===== src/verilog/shift_status_misc_exec_defines.vh =====
// Constants for the shift, status and miscellaneous instruction executor.
// What this block does
// - 1D shifts work register right, carry/link into bit 7; 5 microcycles.
// - 1E rotates right; 1F rotates through carry/link; 5 microcycles each.
// - Opcode 00 pulses the halt flag at I/O status time; 8 microcycles.
// - Opcode 02 clears carry/link only; 5 microcycles.
// - Opcode 03 sets carry/link only; 5 microcycles.
// - 05 sets interrupt gate; service waits one instruction; 6 microcycles.
// - Opcode 04 clears interrupt gate; requests then ignored; 6 microcycles.
// - Opcode 06 copies flag byte into work register; 5 microcycles.
// - Opcode 07 loads flag byte except bits 4 and 5; 6 microcycles.
// - Gate turned on by opcode 07 defers service by one instruction.
// - Opcode 08 only advances the program counter; 5 microcycles.
// - Undefined opcodes are one- or two-byte no-ops, 5 to 10 microcycles.
`ifndef SHIFT_STATUS_MISC_EXEC_DEFINES_VH
`define SHIFT_STATUS_MISC_EXEC_DEFINES_VH

// Opcodes.
`define OPC_HALT        8'h00
`define OPC_CLEAR_CARRY 8'h02
`define OPC_SET_CARRY   8'h03
`define OPC_INT_OFF     8'h04
`define OPC_INT_ON      8'h05
`define OPC_FLAGS_TO_WK 8'h06
`define OPC_WK_TO_FLAGS 8'h07
`define OPC_IDLE        8'h08
`define OPC_SHIFT_LINK  8'h1D
`define OPC_ROTATE      8'h1E
`define OPC_ROTATE_LINK 8'h1F

// Execution times in microcycles.
`define MC_SHORT        4'h5
`define MC_GATE         4'h6
`define MC_HALT         4'h8
`define MC_LONG         4'hA
// Microcycle in which the halt flag is pulsed (I/O status time).
`define MC_IO_STATUS    4'h3
// Clocks per microcycle at 50 MHz.
`define CLK_PER_MC      8'h32

// Flag byte bit positions.
`define FB_CARRY        7
`define FB_OVERFLOW     6
`define FB_SENSE_B      5
`define FB_SENSE_A      4
`define FB_GATE         3
// Bits that software may not write through the load instruction.
`define FB_SENSE_MASK   8'h30

// Register port addresses.
`define REG_CONTROL     4'h0
`define REG_WORK        4'h1
`define REG_FLAGS       4'h2
`define REG_PC_LOW      4'h3
`define REG_PC_HIGH     4'h4
`define REG_STATE       4'h5
`define REG_LAST_OP     4'h6

`endif

===== src/verilog/shift_status_misc_exec.v =====
// Executor for the shift, status and miscellaneous single-byte instructions.
//
// Our own choices: the placing of the registers and the strobed register port.
`default_nettype none
`include "shift_status_misc_exec_defines.vh"

// One instruction at a time: fetch a single opcode byte from program
// memory, then spend the opcode's microcycle count in execution and
// commit the result at the last microcycle tick. Only the shift, rotate,
// status and no-op codes of the group are decoded here; every other
// code falls through as a no-op of one or two bytes.
// Software loads the registers and starts or stops the core through the
// register port; loads are honoured only while the core is stopped.
module shift_status_misc_exec #(
    parameter [7:0] CLK_PER_MC = `CLK_PER_MC
) (
    input  wire        clock,
    input  wire        rst_n,
    input  wire [3:0]  reg_addr,
    input  wire [7:0]  reg_wdata,
    input  wire        reg_write,
    input  wire        reg_read,
    output reg  [7:0]  reg_rdata,
    output wire        fetch_req,
    output reg  [15:0] fetch_addr,
    input  wire        fetch_ack,
    input  wire [7:0]  fetch_data,
    input  wire        sense_a,
    input  wire        sense_b,
    input  wire        int_req,
    output reg         int_take,
    output reg         halt_flag,
    output reg  [2:0]  flag_out
);

    ////////////////////////////////////////////////////////////////////////
    // Sequencer states. The spare code 2'b11 is never entered and falls
    // back to stop through the default branch.
    localparam [1:0] S_STOP  = 2'b00;
    localparam [1:0] S_FETCH = 2'b01;
    localparam [1:0] S_EXEC  = 2'b10;

    // Sequencer and run control.
    reg  [1:0]  state;
    reg  [1:0]  next_state;
    reg         run;
    // Architectural registers seen by software.
    reg  [7:0]  work_register;
    reg  [7:0]  flag_byte;
    reg  [15:0] pc;
    // Opcode under execution and its microcycle timing.
    reg  [7:0]  opcode;
    reg  [7:0]  mc_div;
    reg         mc_tick;
    reg  [3:0]  mc_count;
    reg  [3:0]  mc_total;
    reg  [15:0] pc_step;
    // Interrupt deferral and the result committed at instruction end.
    reg         defer;
    reg  [7:0]  next_work;
    reg  [7:0]  next_flags;
    reg         next_defer;

    // Decoded and derived values.
    wire [7:0]  flags_seen;
    wire        exec_done;
    wire        known;

    // Sense bits are live inputs, never stored state. The fetch request is
    // a decode of the state, so it falls on the very edge that takes the
    // byte; the end of execution is the last tick of the last microcycle.
    assign flags_seen = {flag_byte[7:6], sense_b, sense_a, flag_byte[3:0]};
    assign fetch_req  = (state == S_FETCH);
    assign exec_done  = (state == S_EXEC) && mc_tick &&
                        (mc_count == mc_total - 4'h1);

    ////////////////////////////////////////////////////////////////////////
    // Microcycle divider: one enable pulse every CLK_PER_MC clocks.
    // The phase runs free from reset, so the first microcycle of an
    // instruction may be short by up to one period less one clock.
    always @(posedge clock or negedge rst_n) begin
        if (!rst_n) begin
            mc_div  <= 8'h00;
            mc_tick <= 1'b0;
        end else if (mc_div == CLK_PER_MC - 8'h01) begin
            mc_div  <= 8'h00;
            mc_tick <= 1'b1;
        end else begin
            mc_div  <= mc_div + 8'h01;
            mc_tick <= 1'b0;
        end
    end

    ////////////////////////////////////////////////////////////////////////
    // Decode of the execution time and program counter step per opcode.
    // Unknown codes with bit 7 set are taken as two-byte no-ops, the rest
    // as one-byte no-ops; the second byte is skipped, never fetched.
    // Codes that touch the interrupt gate or load the flag byte need an
    // extra microcycle; halt needs eight to leave room for its status slot.
    assign known = (opcode == `OPC_HALT) || (opcode == `OPC_CLEAR_CARRY) ||
                   (opcode == `OPC_SET_CARRY) || (opcode == `OPC_INT_OFF) ||
                   (opcode == `OPC_INT_ON) || (opcode == `OPC_IDLE) ||
                   (opcode == `OPC_FLAGS_TO_WK) ||
                   (opcode == `OPC_WK_TO_FLAGS) ||
                   (opcode == `OPC_SHIFT_LINK) || (opcode == `OPC_ROTATE) ||
                   (opcode == `OPC_ROTATE_LINK);

    always @* begin
        pc_step = 16'h0001;
        case (opcode)
            `OPC_HALT:        mc_total = `MC_HALT;
            `OPC_INT_OFF,
            `OPC_INT_ON,
            `OPC_WK_TO_FLAGS: mc_total = `MC_GATE;
            default: begin
                if (!known && opcode[7]) begin
                    mc_total = `MC_LONG;
                    pc_step  = 16'h0002;
                end else begin
                    mc_total = `MC_SHORT;
                end
            end
        endcase
    end

    ////////////////////////////////////////////////////////////////////////
    // Effect of each instruction on the work register, flags and deferral.
    // Computed from the values as they stand before the instruction ends.
    // Rotate through link moves bit 0 into carry/link and carry/link into bit 7 in one step, so both
    // sides take the old values and no partial update is ever visible.
    // Codes outside the group leave the work register and flags as they were.
    always @* begin
        next_work  = work_register;
        next_flags = flag_byte;
        next_defer = 1'b0;
        case (opcode)
            `OPC_SHIFT_LINK: begin
                next_work = {flag_byte[`FB_CARRY], work_register[7:1]};
            end
            `OPC_ROTATE: begin
                next_work = {work_register[0], work_register[7:1]};
            end
            `OPC_ROTATE_LINK: begin
                next_work = {flag_byte[`FB_CARRY], work_register[7:1]};
                next_flags[`FB_CARRY] = work_register[0];
            end
            `OPC_CLEAR_CARRY: begin
                next_flags[`FB_CARRY] = 1'b0;
            end
            `OPC_SET_CARRY: begin
                next_flags[`FB_CARRY] = 1'b1;
            end
            `OPC_INT_ON: begin
                next_flags[`FB_GATE] = 1'b1;
                next_defer = 1'b1;
            end
            `OPC_INT_OFF: begin
                next_flags[`FB_GATE] = 1'b0;
            end
            `OPC_FLAGS_TO_WK: begin
                next_work = flags_seen;
            end
            `OPC_WK_TO_FLAGS: begin
                // Sense positions keep their old stored value.
                next_flags = (work_register & ~`FB_SENSE_MASK) |
                             (flag_byte & `FB_SENSE_MASK);
                next_defer = !flag_byte[`FB_GATE] &&
                             work_register[`FB_GATE];
            end
            default: begin
                next_work = work_register;
            end
        endcase
    end

    ////////////////////////////////////////////////////////////////////////
    // Sequencer: fetch one byte, then count microcycles to the end.
    // Clearing run in mid-instruction lets the instruction finish and only
    // then stops, so the registers are never left half-updated.
    always @* begin
        next_state = state;
        case (state)
            S_STOP: begin
                if (run) begin
                    next_state = S_FETCH;
                end
            end
            S_FETCH: begin
                if (fetch_ack) begin
                    next_state = S_EXEC;
                end
            end
            S_EXEC: begin
                if (exec_done) begin
                    next_state = run ? S_FETCH : S_STOP;
                end
            end
            default: begin
                next_state = S_STOP;
            end
        endcase
    end

    // Opcode and count are loaded together on the edge that takes the
    // byte, so the count always starts from zero for a fresh opcode.
    always @(posedge clock or negedge rst_n) begin
        if (!rst_n) begin
            state    <= S_STOP;
            opcode   <= 8'h00;
            mc_count <= 4'h0;
        end else begin
            state <= next_state;
            if (state == S_FETCH && fetch_ack) begin
                opcode   <= fetch_data;
                mc_count <= 4'h0;
            end else if (state == S_EXEC && mc_tick) begin
                mc_count <= mc_count + 4'h1;
            end
        end
    end

    ////////////////////////////////////////////////////////////////////////
    // Architectural state. Writes other than to control land only while the sequencer
    // is stopped, so an instruction never sees a half-updated register.
    // A load sent while running is dropped without notice; software must
    // poll the state until it reads stopped before loading.
    always @(posedge clock or negedge rst_n) begin
        if (!rst_n) begin
            run           <= 1'b0;
            work_register <= 8'h00;
            flag_byte     <= 8'h00;
            pc            <= 16'h0000;
            defer         <= 1'b0;
        end else begin
            if (reg_write && reg_addr == `REG_CONTROL) begin
                run <= reg_wdata[0];
            end
            if (exec_done) begin
                work_register <= next_work;
                flag_byte     <= next_flags;
                pc            <= pc + pc_step;
                // A deferral lasts through exactly one later instruction.
                defer         <= next_defer;
            end else if (reg_write && state == S_STOP) begin
                case (reg_addr)
                    `REG_WORK:    work_register <= reg_wdata;
                    `REG_FLAGS:   flag_byte     <= reg_wdata;
                    `REG_PC_LOW:  pc[7:0]       <= reg_wdata;
                    `REG_PC_HIGH: pc[15:8]      <= reg_wdata;
                    default:      defer         <= defer;
                endcase
            end
        end
    end

    ////////////////////////////////////////////////////////////////////////
    // Outputs: fetch address, halt pulse, interrupt take, flag pins.
    // The take pulse only fires at an instruction boundary, so a request
    // that lasts less than one instruction may be missed.
    // Every output here is registered so the far side sees clean levels;
    // the cost is one clock of latency on the flag pins.
    always @(posedge clock or negedge rst_n) begin
        if (!rst_n) begin
            fetch_addr <= 16'h0000;
            halt_flag  <= 1'b0;
            int_take   <= 1'b0;
            flag_out   <= 3'h0;
        end else begin
            // Present the advanced address on the edge that commits the
            // instruction, so it already stands when the request rises
            // and does not move while the request waits.
            fetch_addr <= exec_done ? pc + pc_step : pc;
            flag_out   <= flag_byte[2:0];
            // High for the whole I/O status microcycle of the halt code.
            halt_flag  <= (state == S_EXEC) && (opcode == `OPC_HALT) &&
                          (mc_count == `MC_IO_STATUS);
            int_take   <= exec_done && int_req &&
                          next_flags[`FB_GATE] && !next_defer;
        end
    end

    ////////////////////////////////////////////////////////////////////////
    // Register read port: data stands in the cycle after the strobe.
    // Unmapped addresses read as zero. Reads have no side effects, so
    // polling the state register while the core runs is always safe.
    always @(posedge clock or negedge rst_n) begin
        if (!rst_n) begin
            reg_rdata <= 8'h00;
        end else if (reg_read) begin
            case (reg_addr)
                `REG_CONTROL: reg_rdata <= {7'h00, run};
                `REG_WORK:    reg_rdata <= work_register;
                `REG_FLAGS:   reg_rdata <= flags_seen;
                `REG_PC_LOW:  reg_rdata <= pc[7:0];
                `REG_PC_HIGH: reg_rdata <= pc[15:8];
                `REG_STATE:   reg_rdata <= {5'h00, defer, state};
                `REG_LAST_OP: reg_rdata <= opcode;
                default:      reg_rdata <= 8'h00;
            endcase
        end else begin
            reg_rdata <= 8'h00;
        end
    end

endmodule
`default_nettype wire


===== config.mk =====
export PLATFORM = sky130hd
export DESIGN_NAME = shift_status_misc_exec
export DESIGN_NICKNAME = d
export VERILOG_FILES = /design/src/verilog/shift_status_misc_exec.v
export VERILOG_INCLUDE_DIRS = /design/src /design/src/verilog
export SDC_FILE = /design/constraint.sdc
export NUM_CORES = 1
export LEC_CHECK = 0
export ABC_AREA = 1
export BUFFER_PORTS_ARGS = -buffer_cell sky130_fd_sc_hd__buf_2
export CORE_UTILIZATION = 49
export CTS_BUF_LIST = sky130_fd_sc_hd__clkbuf_4 sky130_fd_sc_hd__clkbuf_8
export DETAILED_ROUTE_END_ITERATION = 8
export GPL_TIMING_DRIVEN = 0
export HOLD_SLACK_MARGIN = 0.15
export PLACE_DENSITY = 0.66
export RECOVER_POWER = 25
export SLEW_MARGIN = 10
export SYNTH_ARGS = -nofsm -noshare
export SYNTH_HDL_FRONTEND = slang
export SYNTH_SLANG_ARGS = --single-unit

===== constraint.sdc =====
create_clock -name clock -period 5.6 [get_ports clock]
set_input_delay 0.28 -clock clock [delete_from_list [all_inputs] [get_ports clock]]
set_output_delay 0.28 -clock clock [all_outputs]
set_load 0.01 [all_outputs]

-- Yosys cells after proc, flatten, opt, wreduce, memory -nomap -nowiden
Index checks and enable logic that the tools add are counted.
- flip-flop bits (word level): 86
- input bits: 28
- output and inout bits: 30
- word-level logic and storage cells: 126
- $add $sub $neg: 4
- eq/ne operators: 27
- mux-type cells: 32
- bitwise operators: 1
- reduce and logical (&&, ||, !) cells: 44
- operators with widths (cell ; number):
    2-to-1 mux 8 bit ; 10
    2-to-1 mux 16 bit ; 4
    one-hot mux 8 bit (7 select lines) ; 1
    == test 8 x 3 -> 1 bit (second input constant) ; 4
    == test 8 x 5 -> 1 bit (second input constant) ; 3
    one-hot mux 8 bit (3 select lines) ; 1
    adder 16 bit ; 1
    == test 8 x 2 -> 1 bit (second input constant) ; 2
    == test 4 x 2 -> 1 bit (second input constant) ; 3
    == test 4 x 3 -> 1 bit (second input constant) ; 3
    logical AND 1 bit ; 12
    2-to-1 mux 4 bit ; 3
    AND reduction 3 bit ; 4
    nonzero test 2 bit ; 6
    logical OR 1 bit ; 10
    adder 8 x 1 -> 8 bit (second input constant) ; 1
    == test 8 x 4 -> 1 bit (second input constant) ; 1
    == test 8 x 6 -> 1 bit (second input constant) ; 1
    zero test 8 bit ; 1
    2-to-1 mux 2 bit ; 4
    bitwise OR 8 x 6 -> 8 bit ; 1
    one-hot mux 4 bit (2 select lines) ; 1
    2-to-1 mux 3 bit ; 2
    one-hot mux 2 bit (3 select lines) ; 1
    other kinds (21) ; 28

-- Depth between registers and ports, before layout
- depth in word-level cells: 21
- depth in mapped cells: 18
- mapped depth without buffers: 18

-- Worst setup path before layout
No wires, ideal clock.
- path kind: flip-flop to flip-flop
- start point: register opcode[7]
- end point: register pc[11]
- library setup time: 131 ps
- arrival: 2216 ps
- required time: 5469 ps
- slack: 3253 ps
- cell stages (with the launch flop): 18
- buffers on the path: 2
- period minus slack after synthesis: 2347 ps
- cell sequence: dfrtp_1 > inv_4 > nand2_2 > nor2_8 > o211ai_4 > nand3_2 > nand2_1 > ha_1 > xor2_1 > nand3_1 > a21oi_1 > nand4_1 > buf_6 > buf_6 > nand2_4 > inv_2 > nand2_1 > o211ai_1
- longest elaborated chain between the ends: 20
- elaborated cells between the ends (all ways): 37
- those cells by class: 2 x add/sub; 11 x eq/ne; 5 x mux; 19 x reduce/logical
- RTL lines (item ; line ; source):
    from (decl) ; shift_status_misc_exec.v:52 ; reg [7:0] opcode;
    from (signal assigned) ; shift_status_misc_exec.v:214 ; opcode <= fetch_data;
    == test 8 x 2 -> 1 bit or zero test 8 bit (tied branches) ; -- ;
    logical OR 1 bit (10 in a row) ; shift_status_misc_exec.v:100 ; assign known = (opcode == `OPC_HALT) || (opcode == `OPC_CLEAR_CARRY) ||
    zero test 1 bit ; shift_status_misc_exec.v:116 ; if (!known && opcode[7]) begin
    logical AND 1 bit ; shift_status_misc_exec.v:116 ;
    2-to-1 mux 4 bit ; shift_status_misc_exec.v:116 ;
    one-hot mux 4 bit (2 select lines) ; shift_status_misc_exec.v:110 ; case (opcode)
    subtractor 4 x 1 -> 4 bit ; shift_status_misc_exec.v:75 ; (mc_count == mc_total - 4'h1);
    == test 4 bit ; shift_status_misc_exec.v:75 ;
    logical AND 1 bit ; shift_status_misc_exec.v:74 ; assign exec_done = (state == S_EXEC) && mc_tick &&
    nonzero test 2 bit (no line) ; -- ;
    AND reduction 2 bit (no line) ; -- ;
    to (signal assigned) ; shift_status_misc_exec.v:241 ; pc <= pc + pc_step;
    to (signal assigned) ; shift_status_misc_exec.v:249 ; `REG_PC_HIGH: pc[15:8] <= reg_wdata;
    to (decl) ; shift_status_misc_exec.v:50 ; reg [15:0] pc;
Several ways; a longest one is shown, not always the timed one.
A chain may end at the register's enable or synchronous reset.

-- Final worst setup path
- start point: register opcode[7]
- end point: register fetch_addr[5]
- longest elaborated chain between the ends: 19
- elaborated cells between the ends (all ways): 34
- those cells by class: 2 x add/sub; 11 x eq/ne; 5 x mux; 16 x reduce/logical
- RTL lines (item ; line ; source):
    == test 8 x 2 -> 1 bit or zero test 8 bit (tied branches) ; -- ;
    logical OR 1 bit (10 in a row) ; shift_status_misc_exec.v:100 ;
    zero test 1 bit ; shift_status_misc_exec.v:116 ;
    logical AND 1 bit ; shift_status_misc_exec.v:116 ;
    2-to-1 mux 4 bit ; shift_status_misc_exec.v:116 ;
    one-hot mux 4 bit (2 select lines) ; shift_status_misc_exec.v:110 ;
    subtractor 4 x 1 -> 4 bit ; shift_status_misc_exec.v:75 ;
    == test 4 bit ; shift_status_misc_exec.v:75 ;
    logical AND 1 bit ; shift_status_misc_exec.v:74 ;
    2-to-1 mux 16 bit (*) ; shift_status_misc_exec.v:272 ; fetch_addr <= exec_done ? pc + pc_step : pc;
    to (signal assigned) ; shift_status_misc_exec.v:272 ;
    to (decl) ; shift_status_misc_exec.v:25 ; output reg [15:0] fetch_addr,
Every way passes the cells marked *; elsewhere a longest branch is shown, timed or not.

==> impl_results.md <==
- Row count: 34
- FMAX: 360 MHz
- Fin. max-slew vios: 42
- Initial antenna violation count: 0
- Final GP Congestion: 0.915
- Cell Area, Placed: 4920 um2
- Pin count of the biggest net entering global routing: 44
- R2r worst-path depth: 14
- DP HPWL: 8780 um
- Leak: 2.67 nW
- Critical path required time: 5.83 ns
- Proportion of layout cells with a drive suffix above 1: 15.0%
- Finished Core Util: 59.3%
- CP Capture Type: flop
- Die H: 97.6 um
- Worst path max stage delay: 0.46 ns
- Unrepaired setup endpoints after global routing: false
- CTS buffer count: 9
- Setup Fix Bufs, Post-CTS: 0
- Maxcap violations: 1
- Clock buffer depth: 2
- Crit path max-delay cell type: dfrtp_1
- Nets: 670
- Htree depth: 3
- Avg Inst Size Synth: 8.04 um2
- Iteration count of the initial detailed-routing pass: 5
- Io pins: 58
- Max VDD drop: 0.134 mV
- Flops & latches, synth: 84
- Worst path bufs/invs: 3
- Status: finished with violations
- First-pass GRT wire length: 19500 um
- Critical path fanouts, max: 11
- Pre-CTS WS: 2.85 ns
- Later-pin clock latency in the skew report: 0.36 ns
- Final WL: 11600 um
- CTS tree: yes
- Routed vias/inst: 5.40
- Mapped Area: 4480 um2
- Yosys warns: 0
- Cell Pwr Density: 215 nW/um2
- Clock Sinks: 84
- Multi-input logic area: 2040 um2
- HP Class: in2reg
- Reg area: 2100 um2
- Vias in the first global route: 3974
- Final hold violation count: 0
- Failing checks: capacitance limit, slew limit
- Clock-pin slew on the worst setup and hold paths: 0.10 ns
- Post-route ant nets: 0
- Final min period: 2.78 ns
- Hold depth: 2
- Skew final: 0.0146 ns
- Mapped Cells: 557
- Syn Nets: 592
- PostCTS Resize Cnt: 0
- WHS: 0.164 ns
- Critical path's top delay family: simple AND/OR/NAND/NOR gates
- Crit path DAT: 3.01 ns
- Final worst setup slack: 2.82 ns
- Critical path depth: 14
- Cell variety after synth: 44
- Critical path type: reg2reg
- Relative slew margins: -57.8%
- Sequential area share after synthesis: 46.9%
- Pwr Total: 1.12 mW
- Top cell type by total area after synthesis: dfrtp_1
- # fillers: 826
- Cells after DPL: 723
- Initial Util: 51.1%
- Crit-path cells: inv_4, nand2_2, nor2_8, o211ai_4, nand3_2, nand2_1, ha_1, xor2_1, nand3_1, a21oi_1, nand4_1, inv_1, clkbuf_1, o21ai_0
- Final TNS setup: 0 ns
- GRT Residual Overflow: 0
- Most common cell after layout, fill and taps aside: nand2_1
- Period Utilization, post-route: 49.6%
- Gr usage total: 26.3%
- Vias: 4041
- Area contributors post-synth: dfrtp_1, nand2_1, inv_1
- Clk root buf: clkbuf_8
- Hold_buf cts: 9
- Die ar.: 9520 um2
- Fin area: 5200 um2
- Initial DRC Count: 349
- Core Area: 8760 um2
- Measured slew at the worst slew-check pin: 2.37 ns
- Final cell count without fillers: 748
- Layout area overhead: 16.1%
- Antenna cells: 0
- Die W: 97.6 um
- Worst setup SP type: flop
- PortBufs: 57
- Most frequent cells in the layout: nand2_1, dfrtp_1, inv_1
- Yosys top cell area share: 46.9%
- Drt drc: 0
- Final Setup Violations: 0
- Routed len/inst: 15.5 um
==> state kept, by name, summed over array words and instances, names as in the netlist <==
register and cells:
halt_flag 1, defer 1, mc_count 4, opcode 8, int_take 1, reg_rdata 8, state 2, flag_out 3
work_register 8, mc_tick 1, fetch_addr 16, mc_div 8, run 1, flag_byte 6, pc 16
==> final cells by class <==
type | count | area share, %
Sequential cell | 84 | 40.4
Multi-Input combinational cell | 391 | 39.2
Timing Repair Buffer | 67 | 7.48
Inverter | 73 | 5.32
Tap cell | 108 | 2.60
Clock buffer | 9 | 2.38
Clock inverter | 7 | 1.42
Buffer | 9 | 1.20
==> per-layer routing <==
metal / GRT usage, % / part of all wire (%) / wire, um / vias up
li1: - / - / - / 1996
met1: 34.1 / 43 / 5010 / 1873
met2: 41.3 / 46 / 5300 / 135
met3: 5.68 / 6.5 / 752 / 37
met4: 13.5 / 4.3 / 500 / 0
met5: 0 / 0 / 0 / -
==> logic make-up after synthesis <==
family / share of synthesized area, %
xor+xnor: 2.93
compound gates: 14.0
fa+ha+maj: 2.12
simple gates: 26.4
buf+inv: 7.57
flops: 46.9
==> synth_stat cells (all sizes together) <==
library cell  count
nand2           154
dfrtp            84
inv              71
nor2             56
nand3            38
o21ai            34
o211ai           19
o22ai            14
xor2             14
a21oi            12
nor3             12
a211oi            6
buf               6
ha                6
nand4             6
a22oi             3
a31oi             3
clkbuf            3
clkinv            2
nor4              2
a2111oi           1
a221oi            1
a41oi             1
and2              1
and3              1
fa                1
nor3b             1
o211a             1
o21a              1
o221ai            1
or2               1
xnor2             1
==> final timing paths <==
check,startpoint,endpoint,slack (ns)
max in group asynchronous,rst_n,flag_byte[7],3.07
worst max register to register,opcode[7],fetch_addr[5],2.82
worst min-delay path,int_req,int_take,0.16
worst max-delay path,opcode[7],fetch_addr[5],2.82
worst min register to register,flag_byte[2],flag_out[2],0.42
min in group asynchronous,rst_n,fetch_addr[5],1.17
==> where the power goes <==
group,total [mW],internal [mW],switching [mW]
clock,0.444,0.209,0.235
sequential,0.612,0.611,0.00165
combinational,0.0639,0.0229,0.0410
Power figures use the tool's default switching activity.
